`src/common/hdlc_test_map.vh`:
```
// Register map and constants of the test and loopback section.
// Assumes an 8-bit register bus with byte offsets.
`ifndef HDLC_TEST_MAP_VH
`define HDLC_TEST_MAP_VH

// ****************************************
// Register offsets
// ****************************************
`define TEST_CTRL_OFS 8'h1B
`define TEST_STAT_OFS 8'h1C
`define CRC_CORRUPT_LO_OFS 8'h20
`define CRC_CORRUPT_HI_OFS 8'h21

// ****************************************
// Control field positions
// ****************************************
`define SOFT_RESET_POS 7
`define RX_TO_TX_LOOP_POS 6
`define CRC_TEST_POS 3
`define FIFO_SWAP_POS 2
`define ADDR_TEST_POS 1
`define TX_TO_RX_LOOP_POS 0

// ****************************************
// Reset values and constants
// ****************************************
`define TEST_CTRL_RESET 8'h00
`define CRC_CORRUPT_RESET 16'h0000
`define CRC_REMAINDER_PATTERN 16'hF0B8
`define SHIFT_CYCLES 5'h10
`define LOOP_FIFO_DEPTH 16
`define LOOP_FIFO_AW 4
`define LOOP_WORD_W 10

`endif

```
`src/core/hdlc_test_loopback_control.v`:
```
// Test and loopback section of an HDLC controller, plus its loop FIFO.
// Assumes receiver, transmitter and both packet FIFOs live outside on
// core_clk; serial clocks and line data arrive as asynchronous pins.
//
// Added by the designer: strobed register access.
`timescale 1ns/1ps
`default_nettype none
`include "hdlc_test_map.vh"

// ****************************************
// Synchronous FIFO
// ****************************************
module loop_fifo #(
    parameter WIDTH = 10,
    parameter DEPTH = 16,
    parameter AW = 4
) (
    input wire clk,
    input wire rst,
    input wire inValid,
    output wire inReady,
    input wire [WIDTH-1:0] inData,
    output wire outValid,
    input wire outReady,
    output wire [WIDTH-1:0] outData
);
    reg [WIDTH-1:0] mem [0:DEPTH-1];
    reg [AW-1:0] wrPtr_reg;
    reg [AW-1:0] rdPtr_reg;
    reg [AW:0] count_reg;
    reg full_reg;
    reg empty_reg;
    wire push;
    wire pop;
    reg [AW:0] count_next;

    assign inReady = ~full_reg;
    assign outValid = ~empty_reg;
    assign outData = mem[rdPtr_reg];
    assign push = inValid & ~full_reg;
    assign pop = outReady & ~empty_reg;

    always @* begin
        count_next = count_reg;
        if (push & ~pop) begin
            count_next = count_reg + 1'b1;
        end else if (pop & ~push) begin
            count_next = count_reg - 1'b1;
        end
    end

    always @(posedge clk) begin
        if (push) begin
            mem[wrPtr_reg] <= inData;
        end
    end

    always @(posedge clk) begin
        if (rst) begin
            wrPtr_reg <= {AW{1'b0}};
            rdPtr_reg <= {AW{1'b0}};
            count_reg <= {(AW+1){1'b0}};
            full_reg <= 1'b0;
            empty_reg <= 1'b1;
        end else begin
            if (push) begin
                wrPtr_reg <= wrPtr_reg + 1'b1;
            end
            if (pop) begin
                rdPtr_reg <= rdPtr_reg + 1'b1;
            end
            count_reg <= count_next;
            full_reg <= (count_next == DEPTH[AW:0]);
            empty_reg <= (count_next == {(AW+1){1'b0}});
        end
    end
endmodule // loop_fifo

// ****************************************
// Test and loopback control
// ****************************************
module hdlc_test_loopback_control (
    input wire core_clk,
    input wire sys_rst,
    input wire [7:0] regAddr,
    input wire [7:0] regWrData,
    input wire regWr,
    input wire regRd,
    output reg [7:0] regRdData,
    input wire rxSerialClock,
    input wire rxLineData,
    input wire txSerialClock,
    input wire txPacketData,
    input wire receiverEnableBit,
    input wire transmitterEnableBit,
    input wire [15:0] stationAddress,
    input wire rxByteValid,
    input wire [7:0] rxByteData,
    input wire [1:0] rxByteTag,
    input wire rxByteIsFraming,
    output reg rxLoopReady,
    input wire cpuTxWrite,
    input wire [7:0] cpuTxData,
    input wire [1:0] cpuTxTag,
    input wire cpuRxRead,
    input wire [7:0] rxFifoOutData,
    input wire [1:0] rxFifoOutTag,
    input wire [7:0] txFifoOutData,
    input wire [1:0] txFifoOutTag,
    input wire txFifoInReady,
    output reg [7:0] cpuReadData,
    output reg [1:0] fifoTagReadBits,
    output reg rxFifoWrite,
    output reg [7:0] rxFifoInData,
    output reg [1:0] rxFifoInTag,
    output reg rxFifoRead,
    output reg txFifoWrite,
    output reg [7:0] txFifoInData,
    output reg [1:0] txFifoInTag,
    output reg txFifoRead,
    output reg receiverSerialIn,
    output reg hdlcReset
);
    reg [7:0] testCtrl_reg;
    reg zeroSeen_reg;
    reg [15:0] crcCorrupt_reg;
    reg [2:0] pinMeta_reg;
    reg [2:0] pinSync_reg;
    reg rxClkPrev_reg;
    reg [15:0] crcShift_reg;
    reg [15:0] addrShift_reg;
    reg [4:0] crcCount_reg;
    reg [4:0] addrCount_reg;
    reg crcTestPrev_reg;
    reg addrTestPrev_reg;
    reg crcMatchFlag_reg;
    reg addressMatchFlag_reg;
    reg rxClockMonitor_reg;
    reg txClockMonitor_reg;
    reg readSwap_reg;
    wire softResetBit;
    wire rxToTxLoopback;
    wire crcRemainderTest;
    wire fifoSwapTest;
    wire addressMatchTest;
    wire txToRxLoopback;
    wire blockReset;
    wire rxClkRise;
    wire serialBit;
    wire [2:0] pinRaw;
    wire loopInValid;
    wire loopInReady;
    wire loopOutValid;
    wire loopOutReady;
    wire [`LOOP_WORD_W-1:0] loopOutData;
    wire ctrlWrite;

    assign softResetBit = testCtrl_reg[`SOFT_RESET_POS];
    assign rxToTxLoopback = testCtrl_reg[`RX_TO_TX_LOOP_POS];
    assign crcRemainderTest = testCtrl_reg[`CRC_TEST_POS];
    assign fifoSwapTest = testCtrl_reg[`FIFO_SWAP_POS];
    assign addressMatchTest = testCtrl_reg[`ADDR_TEST_POS];
    assign txToRxLoopback = testCtrl_reg[`TX_TO_RX_LOOP_POS];
    // Soft reset clears all test state except the control register, its zero-arm flag and the pin synchronisers
    assign blockReset = sys_rst | softResetBit;
    assign ctrlWrite = regWr & (regAddr == `TEST_CTRL_OFS);

    // ****************************************
    // Control register and soft reset
    // ****************************************
    always @(posedge core_clk) begin
        if (sys_rst) begin
            testCtrl_reg <= `TEST_CTRL_RESET;
            zeroSeen_reg <= 1'b0;
        end else if (ctrlWrite) begin
            if (regWrData[`SOFT_RESET_POS]) begin
                testCtrl_reg <= regWrData;
                zeroSeen_reg <= 1'b0;
            end else if (softResetBit & ~zeroSeen_reg) begin
                // First zero only arms; reset bit and test bits hold their written value
                zeroSeen_reg <= 1'b1;
            end else begin
                testCtrl_reg <= regWrData;
                zeroSeen_reg <= 1'b0;
            end
        end
    end

    always @(posedge core_clk) begin
        if (blockReset) begin
            crcCorrupt_reg <= `CRC_CORRUPT_RESET;
        end else if (regWr & (regAddr == `CRC_CORRUPT_LO_OFS)) begin
            crcCorrupt_reg[7:0] <= regWrData;
        end else if (regWr & (regAddr == `CRC_CORRUPT_HI_OFS)) begin
            crcCorrupt_reg[15:8] <= regWrData;
        end
    end

    // ****************************************
    // Pin synchronisers
    // ****************************************
    assign pinRaw = {txSerialClock, rxLineData, rxSerialClock};
    genvar i;
    generate
        for (i = 0; i < 3; i = i + 1) begin : gSync
            always @(posedge core_clk) begin
                if (sys_rst) begin
                    pinMeta_reg[i] <= 1'b0;
                    pinSync_reg[i] <= 1'b0;
                end else begin
                    pinMeta_reg[i] <= pinRaw[i];
                    pinSync_reg[i] <= pinMeta_reg[i];
                end
            end
        end
    endgenerate

    assign rxClkRise = pinSync_reg[0] & ~rxClkPrev_reg;
    assign serialBit = txToRxLoopback ? txPacketData : pinSync_reg[1];

    // ****************************************
    // Serial test shifters and status
    // ****************************************
    always @(posedge core_clk) begin
        if (blockReset) begin
            rxClkPrev_reg <= 1'b0;
            crcShift_reg <= 16'h0000;
            addrShift_reg <= 16'h0000;
            crcCount_reg <= 5'h00;
            addrCount_reg <= 5'h00;
            crcTestPrev_reg <= 1'b0;
            addrTestPrev_reg <= 1'b0;
            crcMatchFlag_reg <= 1'b0;
            addressMatchFlag_reg <= 1'b0;
            rxClockMonitor_reg <= 1'b0;
            txClockMonitor_reg <= 1'b0;
            receiverSerialIn <= 1'b0;
        end else begin
            rxClkPrev_reg <= pinSync_reg[0];
            crcTestPrev_reg <= crcRemainderTest;
            addrTestPrev_reg <= addressMatchTest;
            // Shift count restarts each time a test is newly enabled
            if (crcRemainderTest & ~crcTestPrev_reg) begin
                crcCount_reg <= 5'h00;
            end else if (crcRemainderTest & rxClkRise &
                         (crcCount_reg != `SHIFT_CYCLES)) begin
                crcShift_reg <= {crcShift_reg[14:0], serialBit};
                crcCount_reg <= crcCount_reg + 5'h01;
            end
            if (addressMatchTest & ~addrTestPrev_reg) begin
                addrCount_reg <= 5'h00;
            end else if (addressMatchTest & rxClkRise &
                         (addrCount_reg != `SHIFT_CYCLES)) begin
                addrShift_reg <= {addrShift_reg[14:0], serialBit};
                addrCount_reg <= addrCount_reg + 5'h01;
            end
            // Corrupt mask flips expected bits to prove each compare bit
            crcMatchFlag_reg <= (crcShift_reg ==
                (`CRC_REMAINDER_PATTERN ^ crcCorrupt_reg));
            addressMatchFlag_reg <= (addrShift_reg == stationAddress);
            // Raw clock before any zero stuffing stall
            rxClockMonitor_reg <= pinSync_reg[0] & receiverEnableBit;
            txClockMonitor_reg <= pinSync_reg[2] & transmitterEnableBit;
            receiverSerialIn <= serialBit;
        end
    end

    // ****************************************
    // Register read port
    // ****************************************
    always @(posedge core_clk) begin
        if (sys_rst) begin
            regRdData <= 8'h00;
            hdlcReset <= 1'b1;
        end else begin
            hdlcReset <= blockReset;
            regRdData <= 8'h00;
            if (regRd) begin
                case (regAddr)
                    `TEST_CTRL_OFS: regRdData <= testCtrl_reg;
                    `TEST_STAT_OFS: regRdData <= {4'h0,
                        rxClockMonitor_reg, txClockMonitor_reg,
                        crcMatchFlag_reg, addressMatchFlag_reg};
                    `CRC_CORRUPT_LO_OFS: regRdData <= crcCorrupt_reg[7:0];
                    `CRC_CORRUPT_HI_OFS: regRdData <= crcCorrupt_reg[15:8];
                    default: regRdData <= 8'h00;
                endcase
            end
        end
    end

    // ****************************************
    // Rx-to-tx loop buffer
    // ****************************************
    // Flags and CRC never enter the loop path
    assign loopInValid = rxToTxLoopback & rxByteValid & ~rxByteIsFraming;
    // Processor writes to the tx FIFO take priority over looped bytes
    assign loopOutReady = txFifoInReady & ~(cpuTxWrite & ~fifoSwapTest);

    loop_fifo #(
        .WIDTH(`LOOP_WORD_W),
        .DEPTH(`LOOP_FIFO_DEPTH),
        .AW(`LOOP_FIFO_AW)
    ) uLoopFifo (
        .clk(core_clk),
        .rst(blockReset),
        .inValid(loopInValid),
        .inReady(loopInReady),
        .inData({rxByteTag, rxByteData}),
        .outValid(loopOutValid),
        .outReady(loopOutReady),
        .outData(loopOutData)
    );

    // ****************************************
    // FIFO write and read steering
    // ****************************************
    always @(posedge core_clk) begin
        if (blockReset) begin
            rxLoopReady <= 1'b0;
            rxFifoWrite <= 1'b0;
            rxFifoInData <= 8'h00;
            rxFifoInTag <= 2'b00;
            txFifoWrite <= 1'b0;
            txFifoInData <= 8'h00;
            txFifoInTag <= 2'b00;
            rxFifoRead <= 1'b0;
            txFifoRead <= 1'b0;
            readSwap_reg <= 1'b0;
            cpuReadData <= 8'h00;
            fifoTagReadBits <= 2'b00;
        end else begin
            rxLoopReady <= loopInReady;
            // Receiver wins over a swapped processor write in one cycle
            if (rxByteValid & ~rxByteIsFraming) begin
                rxFifoWrite <= 1'b1;
                rxFifoInData <= rxByteData;
                rxFifoInTag <= rxByteTag;
            end else if (cpuTxWrite & fifoSwapTest) begin
                rxFifoWrite <= 1'b1;
                rxFifoInData <= cpuTxData;
                rxFifoInTag <= cpuTxTag;
            end else begin
                rxFifoWrite <= 1'b0;
            end
            if (cpuTxWrite & ~fifoSwapTest) begin
                txFifoWrite <= 1'b1;
                txFifoInData <= cpuTxData;
                txFifoInTag <= cpuTxTag;
            end else if (loopOutValid & loopOutReady) begin
                txFifoWrite <= 1'b1;
                txFifoInData <= loopOutData[7:0];
                txFifoInTag <= loopOutData[9:8];
            end else begin
                txFifoWrite <= 1'b0;
            end
            rxFifoRead <= cpuRxRead & ~fifoSwapTest;
            txFifoRead <= cpuRxRead & fifoSwapTest;
            readSwap_reg <= fifoSwapTest;
            if (readSwap_reg) begin
                cpuReadData <= txFifoOutData;
                fifoTagReadBits <= txFifoOutTag;
            end else begin
                cpuReadData <= rxFifoOutData;
                fifoTagReadBits <= rxFifoOutTag;
            end
        end
    end
endmodule // hdlc_test_loopback_control
`default_nettype wire

```
`config.mk`:
```
export PLATFORM = sky130hd
export DESIGN_NAME = hdlc_test_loopback_control
export DESIGN_NICKNAME = d
export VERILOG_FILES = /design/src/core/hdlc_test_loopback_control.v
export VERILOG_INCLUDE_DIRS = /design/src /design/src/common
export SDC_FILE = /design/constraint.sdc
export NUM_CORES = 1
export LEC_CHECK = 0
export BUFFER_PORTS_ARGS = -buffer_cell sky130_fd_sc_hd__buf_2
export CORE_ASPECT_RATIO = 1.5
export CORE_UTILIZATION = 61
export CTS_BUF_LIST = sky130_fd_sc_hd__clkbuf_4 sky130_fd_sc_hd__clkbuf_8
export CTS_CLUSTER_DIAMETER = 30
export DETAILED_ROUTE_END_ITERATION = 10
export PLACE_DENSITY = 0.86
export REMOVE_ABC_BUFFERS = 1
export SLEW_MARGIN = 40
export SYNTH_ARGS = -nofsm -noshare
export SYNTH_HDL_FRONTEND = slang
export SYNTH_SLANG_ARGS = --single-unit
```
`constraint.sdc`:
```
create_clock -name core_clk -period 2.51 [get_ports core_clk]
set_input_delay 0.502 -clock core_clk [delete_from_list [all_inputs] [get_ports core_clk]]
set_output_delay 0.502 -clock core_clk [all_outputs]
set_load 0.02 [all_outputs]
```
==> results.cfg, run 1 <==
[cells_and_area]
final.fill_count = 1197
stdcell_area_um2 = 14200
finish.utilization = 0.735
regMostFlops = uLoopFifo.mem
syn2layout_area_growth_pct = 16.6
num_antenna_cells = 0
nets = 1196
layout-drive-gt1-share = 0.252
largest_reg_flops = 160

[drt]
dr.pass1.iters = 6
avgRoutedWirePerCell_um = 20.3
postRouteAntennaNets = 0
route.detailed.drc = 0
num_vias = 8294
via_per_inst = 5.97
wirelength_mm = 28.2
drtIter0Drc = 583

[place]
post-dp-hpwl_mm = 19.3
dpl_cell_area_um2 = 13200
numPortBuffers = 131
gp_congestion = 0.892

[logic_synthesis]
synth_area_um2 = 12200
synth_seq_cells = 305
ys_types = 52
yosysWarnings = 0
synthCells = 937
ys.flop_type = edfxtp_1
seq_area_frac_synth = 0.633
avgSynthCellArea_um2 = 13.0
synth_edf_count = 160
async_reset_ff_frac = 0

[power]
max-vdd-ir-drop_uv = 630
power_leakage_nw = 5.14
powerDensity_nw_per_um2 = 731

[setup_path]
crit_arrival_ps = 2840
worstRegToRegCells = 5
critPathKind = reg2reg
crit_path_max_incr_delay_ps = 640
cpLargestDelayFamily = flip-flops
crit_buf_inv = 2
cp_max_fo = 20
r2r_setup_slack_ps = 80
crit_path_cell_trace = buf_4, buf_12, mux4_2, o21ai_0, a21oi_1
reg2reg_to = txFifoInData[5]$_SDFFE_PP0P_
end_kind = flip-flop
cp.required_ps = 2920
worstSetupStartpointType = flip-flop
crit_slowest_cell = dfxtp_2

[clocking]
clk_transition_reported_paths_ps = 70
cts_sinks = 305
clk_latency_ps = 560
cts_buffers = 46
cts.htree.levels = 2
cts_max_path_buffers = 3
cts_tree = built
root_buffer = clkbuf_8

[timing]
rsz0062_at_grt = no
skew_ps = 17.6
tightest_slew_ps = 719
min_period_over_period = 0.969
report.final.hold_viol_count = 0
fmax_mhz = 411
finalSetupViolations = 0
maxSlewViolCount = 0
post-route-min-period_ps = 2430
relSlewSlack = 0.519

[min_path]
hp-start = cpuRxRead
min_path_cells = 3
holdPathEnd = rxFifoRead$_SDFF_PP0_
hp-class = in2reg

[run_status]
status = finished clean

[floorplan]
die_w_um = 117
start_util = 0.630
die_y_um = 175
io-pin-count = 132
fp.dieArea_um2 = 20500
core-area_um2 = 19300
num_rows = 62

[job]
drv_cap = 0

[global_routing]
grt_first_pass_wirelength_mm = 43.8
grt_max_degree = 73
grt_pass1_vias = 8423
antenna_found_initial = 0
track_usage = 0.279
grt-ovfl-total = 0
==> layer usage <==
layer	part of all wire	vias up	GRT usage
li1	-	3796	-
met1	0.35	4028	0.306
met2	0.53	390	0.504
met3	0.067	80	0.0470
met4	0.049	0	0.170
met5	0	-	0
==> area by class of cell <==
cell class                      instances  area (um2)  area share
Inverter                               12        45.0     0.00317
Clock buffer                           63         805      0.0567
Tap cell                              256         320      0.0226
Clock inverter                         20         195      0.0138
Multi-Input combinational cell        565        4150       0.292
Sequential cell                       305        7710       0.543
Timing Repair Buffer                  168         971      0.0684
==> cell usage in the layout, fill, tap and decap left out, types with 12 or more instances in the layout <==
cell,n
buf_4,34
nand3_1,45
edfxtp_1,160
mux4_1,16
nor2_1,72
mux4_2,14
mux2i_1,52
nand2_1,80
buf_2,131
xor2_1,36
o21ai_0,14
xnor2_1,14
nor2b_1,12
a222oi_1,13
dfxtp_1,144
a21oi_1,69
nor3_1,16
clkbuf_8,53
==> worst min-delay path: stages <==
cell and delay, ps:
buf_2 100, nand2_1 50, nor2_1 30
==> power by group <==
| part | switching (W) | internal (W) |
|---|---|---|
| sequential | 0.0000591 | 0.00532 |
| clock | 0.00187 | 0.00241 |
| combinational | 0.000427 | 0.000289 |
| total | 0.00235 | 0.00802 |
==> synthesized netlist by cell type (15+ instances only) <==
cell | count | area (um2)
mux4_1 | 16 | 420
a21oi_1 | 69 | 345
nand2_1 | 80 | 300
nor2_1 | 73 | 274
o21ai_0 | 15 | 75.1
xor2_1 | 36 | 315
nand3_1 | 45 | 225
nor3_1 | 16 | 80.1
edfxtp_1 | 160 | 4800
dfxtp_1 | 145 | 2900
clkbuf_1 | 33 | 124
mux2i_1 | 52 | 521
==> stage by stage <==
step                      cells  total power, W  hold slack [ps]  setup TNS, ps  setup slack [ps]
final                      1389          0.0104              175              0              79.0
after global routing       1389          0.0107              182              0              36.4
after CTS                  1389          0.0104              154              0               101
after detailed placement   1306         0.00619              434              0              64.7
after global placement     1306         0.00616              425              0               129
after floorplan             882         0.00587              400          -3530              -372
==> worst max path at each step <==
stage,from,end,slack (ps),cells past startpoint
2_1_floorplan,flip-flop,txFifoInData[0]$_SDFFE_PP0P_,-370,4
3_3_place_gp,cpuTxWrite,txFifoInTag[0]$_SDFFE_PP0P_,130,7
3_5_place_dp,cpuTxWrite,txFifoInTag[0]$_SDFFE_PP0P_,60,7
4_1_cts,flip-flop,txFifoInData[5]$_SDFFE_PP0P_,100,5
5_1_grt,flip-flop,txFifoInData[5]$_SDFFE_PP0P_,40,5
6_report,flip-flop,txFifoInData[5]$_SDFFE_PP0P_,80,5
==> cells by family (layout without fill, tap and decap cells) <==
family / after synthesis / count (layout) / share of synthesized area
flops: 305 / 305 / 0.633
xor+xnor: 50 / 50 / 0.0360
fa+ha+maj: 11 / 11 / 0.0113
mux: 93 / 93 / 0.113
simple gates: 278 / 278 / 0.111
compound gates: 133 / 133 / 0.0695
buf+inv: 67 / 263 / 0.0259
==> timing repair <==
item,in CTS,in global routing
endpoints found under the setup margin,0,1
hold buffers,0,0
resized for setup,0,1
setup buffers,0,0
Note: power is estimated with default switching activity, not from simulation.
==> inputs of run 2 (changes only) <==
- clock period: 2.51 -> 2.5 ns (I/O delays scaled with it)
==> results.cfg, run 2 (synthesized netlist as in run 1, its figures left out) <==
[cells_and_area]
final.fill_count = 1234
nets = 1196
layout_commonest_cell = edfxtp_1
syn2layout_area_growth_pct = 16.5
multi_input_area_um2 = 4150
finish.utilization = 0.734
regMostFlops = uLoopFifo.mem
largest_reg_flops = 160
register_area_um2 = 7710
final_cell_mix = 160 x edfxtp_1, 144 x dfxtp_1, 131 x buf_2
num_antenna_cells = 0
layout-drive-gt1-share = 0.246

[drt]
postRouteAntennaNets = 0
drtIter0Drc = 859
wirelength_mm = 28.4
via_per_inst = 6.00
dr.pass1.iters = 8
num_vias = 8331
route.detailed.drc = 0
avgRoutedWirePerCell_um = 20.5

[timing]
fmax_mhz = 414
skew_ps = 18.4
post-route-min-period_ps = 2420
relSlewSlack = 0.539
holdWs_ps = 168
finalSetupViolations = 0
maxSlewViolCount = 0
min_period_over_period = 0.967
tightest_slew_ps = 690
report.final.hold_viol_count = 0
rsz0062_at_grt = no

[global_routing]
grt_first_pass_wirelength_mm = 44.1
antenna_found_initial = 0
grt-ovfl-total = 0
grt_pass1_vias = 8330
track_usage = 0.281
grt_max_degree = 100

[floorplan]
die_w_um = 117
io-pin-count = 132
fp.dieArea_um2 = 20500
num_rows = 62
start_util = 0.630
die_y_um = 175
core-area_um2 = 19300

[setup_path]
end_kind = flip-flop
cp_max_fo = 19
critPathKind = reg2reg
worstRegToRegCells = 4
crit_arrival_ps = 2830
cp.required_ps = 2910
worstSetupStartpointType = flip-flop

[clocking]
cts_buffers = 45
cts_sinks = 305
clk_latency_ps = 560
cts.htree.levels = 2
cts_tree = built
hold_buffers = 0
cts_max_path_buffers = 3
cts_resized = 0
clk_transition_reported_paths_ps = 70
post-cts-setup-buffers = 0
root_buffer = clkbuf_8

[run_status]
status = finished clean

[power]
powerDensity_nw_per_um2 = 731
max-vdd-ir-drop_uv = 629
power_leakage_nw = 5.13
fin_total_pwr_w = 0.0104

[min_path]
hp-class = in2reg
min_path_cells = 2

[place]
numPortBuffers = 131
post-dp-hpwl_mm = 18.8
gp_congestion = 0.900

[job]
drv_cap = 0
run 2: changes by cell type in the layout (fill, tap and decap cells not counted):
| cell | previous run | this run |
|---|---|---|
| clkinvlp_4 | 4 | 2 |
| clkinv_2 | 9 | 6 |
| clkinv_1 | 1 | 6 |
| clkinv_4 | 2 | 0 |
| buf_4 | 34 | 35 |
| bufinv_16 | 3 | 2 |
| o21ai_1 | 2 | 1 |
| o21ai_0 | 14 | 15 |
| clkbuf_4 | 10 | 7 |
| clkbuf_8 | 53 | 57 |
run 2: metrics by stage:
| stage | setup WS (ps) | instance area (um2) | setup TNS (ps) | cells |
|---|---|---|---|---|
| finish | 82.6 | 14200 | 0 | 1388 |
| global route | 130 | 14200 | 0 | 1388 |
| CTS | 132 | 14200 | 0 | 1388 |
| detailed placement | 102 | 13200 | 0 | 1307 |
| global placement | 133 | 13200 | 0 | 1307 |
| floorplan | -382 | 11900 | -3630 | 882 |
run 2: where the power goes:
part / switching (W) / internal, W / leakage (nW) / total [W]
Sequential: 0.0000571 / 0.00534 / 2.62 / 0.00539
Clock: 0.00186 / 0.00237 / 0.508 / 0.00423
Combinational: 0.000437 / 0.000291 / 2.01 / 0.000728
Total: 0.00235 / 0.00800 / 5.13 / 0.0104
run 2: layout make-up:
cell class	count	share of cell area
clock buffer	64	0.0591
clock inverter	17	0.00962
inverter	12	0.00318
multi-input combinational	565	0.293
sequential	305	0.544
tap	256	0.0226
timing repair buffer	169	0.0690
run 2: worst paths after layout:
path / from / end / slack [ps]
min reg2reg: pinMeta_reg[1]$_SDFF_PP0_ / pinSync_reg[1]$_SDFF_PP0_ / 460
max reg2reg: flip-flop / txFifoInData[0]$_SDFFE_PP0P_ / 80
max: flip-flop / txFifoInData[0]$_SDFFE_PP0P_ / 80
min: txSerialClock / pinMeta_reg[2]$_SDFF_PP0_ / 170
run 2: critical path, stage by stage, from the launching register on:
cell and delay, ps:
dfxtp_2 590, buf_4 420, mux4_2 580, o21ai_0 520
a21oi_1 160
run 2: per-layer routing:
metal,vias up,global-route usage,share of wire
li1,3798,-,-
met1,4040,0.318,0.36
met2,422,0.523,0.54
met3,71,0.0421,0.067
met4,0,0.124,0.034
met5,-,0,0
==> inputs of run 3 (changes only) <==
- ABC_AREA: not set -> 1
- CAP_MARGIN: not set -> 40
==> results.cfg, run 3 <==
[place]
post-dp-hpwl_mm = 22.1
numPortBuffers = 131
gp_congestion = 1.00
dpl_cell_area_um2 = 14000
dp_slack_ps = 517
placedCellCount = 1847

[power]
pwr-share-seq = 0.495
p_int_w = 0.00821
power.switching_w = 0.00270
powerDensity_nw_per_um2 = 727
max-vdd-ir-drop_uv = 519
pwr-share-clk = 0.404
power_frac_comb = 0.101
swShare = 0.248
power_leakage_nw = 6.45

[drt]
dr.pass1.iters = 5
via_per_inst = 5.52
postRouteAntennaNets = 0
route.detailed.drc = 0
avgRoutedWirePerCell_um = 16.9
drtIter0Drc = 867
wirelength_mm = 32.7
num_vias = 10600

[cells_and_area]
layout.cells.non_filler = 1927
largest_reg_flops = 160
layout_commonest_cell = nand2_1
syn2layout_area_growth_pct = 14.8
regMostFlops = uLoopFifo.mem
num_antenna_cells = 0
final.fill_count = 1516
final_cell_mix = 394 x nand2_1, 191 x inv_1, 160 x edfxtp_1
layout-drive-gt1-share = 0.168
nets = 1723
stdcell_area_um2 = 15000

[floorplan]
io-pin-count = 132
die_y_um = 181
die_w_um = 122
core-area_um2 = 21000
num_rows = 65
start_util = 0.623
fp.dieArea_um2 = 22000

[logic_synthesis]
synth_top_cell_by_area = edfxtp_1
seq_area_frac_synth = 0.590
synth_area_um2 = 13100
synth_edf_count = 160
async_reset_ff_frac = 0
synth_top_area_frac = 0.368
avgSynthCellArea_um2 = 8.83
synth_seq_cells = 305
ys_top_cells_by_count = 394 x nand2_1, 192 x inv_1, 160 x edfxtp_1
synth_area_leaders = edfxtp_1 37%, dfxtp_1 22%, nand2_1 11%
ys_types = 44
synth_most_common_cell = nand2_1
ys.flop_type = edfxtp_1
yosysWarnings = 0
synthCells = 1480

[clocking]
cts_max_path_buffers = 3
cts_tree = built
clk_latency_ps = 560
cts_buffers = 44
root_buffer = clkbuf_8
cts_sinks = 305
post-cts-setup-buffers = 0
clk_transition_reported_paths_ps = 60
hold_buffers = 0
cts.htree.levels = 2
cts_resized = 0

[setup_path]
crit_path_cell_trace = inv_1, ha_1, nand4_1, nand2_1, inv_1, nand2_1, o21ai_0, a21oi_1
cp_max_fo = 22
worstRegToRegCells = 8
crit_path_max_incr_delay_ps = 370
critPathKind = reg2reg
r2r_start = addrCount_reg[0]$_SDFFE_PP0P_
worstSetupStartpointType = flip-flop
reg2reg_to = addrShift_reg[8]$_SDFFE_PP0P_
crit_arrival_ps = 2340
r2r_setup_slack_ps = 580
cp.required_ps = 2920
crit_slowest_cell = nand2_1
end_kind = flip-flop

[min_path]
holdPathEnd = pinMeta_reg[0]$_SDFF_PP0_
hp-start = rxSerialClock
hp-class = in2reg
min_path_cells = 3

[timing]
fmax_mhz = 521
skew_ps = 16.9
tightest_slew_ps = 707
setup_tns_ps = 0
rsz0062_at_grt = no
min_period_over_period = 0.767
maxSlewViolCount = 0
post-route-min-period_ps = 1920
report.final.hold_viol_count = 0
holdWs_ps = 156
finalSetupViolations = 0
relSlewSlack = 0.528
setup_ws_ps = 582

[global_routing]
grt_pass1_vias = 10500
grt_first_pass_wirelength_mm = 51.5
grt-ovfl-total = 0
track_usage = 0.303
grt_max_degree = 81
antenna_found_initial = 0

[run_status]
status = finished clean

[job]
drv_cap = 0
-- run 3: cell count changes in the layout (fill, tap and decap cells not counted), sizes merged, moves of 12 or more --
cell and change:
a21oi +32, o21ai +74, nand2 +326, nand3 +107, mux4 -30, xor2 -28, mux2i -52, nor2b -12
inv +187, a222oi -13
-- run 3: how the worst max path moves through the flow --
stage | cells past startpoint | slack, ps | from | end
finish | 8 | 580 | addrCount_reg[0]$_SDFFE_PP0P_ | addrShift_reg[8]$_SDFFE_PP0P_
global route | 8 | 300 | addrCount_reg[0]$_SDFFE_PP0P_ | addrShift_reg[8]$_SDFFE_PP0P_
CTS | 8 | 620 | addrCount_reg[0]$_SDFFE_PP0P_ | addrShift_reg[8]$_SDFFE_PP0P_
detailed placement | 7 | 520 | regAddr[2] | crcCorrupt_reg[15]$_SDFFE_PP0P_
global placement | 7 | 610 | regAddr[2] | crcCorrupt_reg[12]$_SDFFE_PP0P_
floorplan | 9 | -440 | flip-flop | txFifoInData[5]$_SDFFE_PP0P_
-- run 3: power by group through the flow --
stage	registers, W	logic [W]	clock network, W
CTS	0.00540	0.00109	0.00444
floorplan	0.00559	0.000556	0
finish	0.00540	0.00110	0.00441
detailed placement	0.00551	0.00108	0
global placement	0.00551	0.00105	0
global route	0.00541	0.00121	0.00465
-- run 3: metrics by stage --
stage                      util  power [W]
after floorplan               -    0.00614
after global placement    0.667    0.00655
after detailed placement  0.667    0.00659
after CTS                 0.715     0.0109
after global routing      0.715     0.0113
final                     0.715     0.0109
-- run 3: area by class of cell --
type	instances	area, um2	share of cell area
repair buffers	161	906	0.0604
clock buffers	63	773	0.0516
well taps	268	335	0.0224
clock inverters	17	221	0.0148
flip-flops and latches	305	7710	0.514
inverters	202	761	0.0507
multi-input cells	911	4290	0.286
-- run 3: routing by layer --
| layer | track usage | wire length [um] | up-vias |
|---|---|---|---|
| li1 | - | - | 5110 |
| met1 | 0.325 | 11400 | 4923 |
| met2 | 0.533 | 16700 | 479 |
| met3 | 0.0578 | 2350 | 121 |
| met4 | 0.201 | 2120 | 0 |
| met5 | 0 | 0 | - |
-- run 3: logic make-up after synthesis --
family / share of synthesized area
simple gates: 0.223
compound gates: 0.0863
flops: 0.590
xor+xnor: 0.00871
buf+inv: 0.0816
fa+ha+maj: 0.0105
-- run 3: worst max-delay path, delay by kind of cell (launching register included) --
kind / cells / cell delay [ps]
AND/OR/NAND/NOR: 3 / 630
buffers and inverters: 2 / 190
AO/OA/AOI/OAI: 2 / 420
flip-flops: 1 / 360
adder cells (fa/ha/maj): 1 / 190
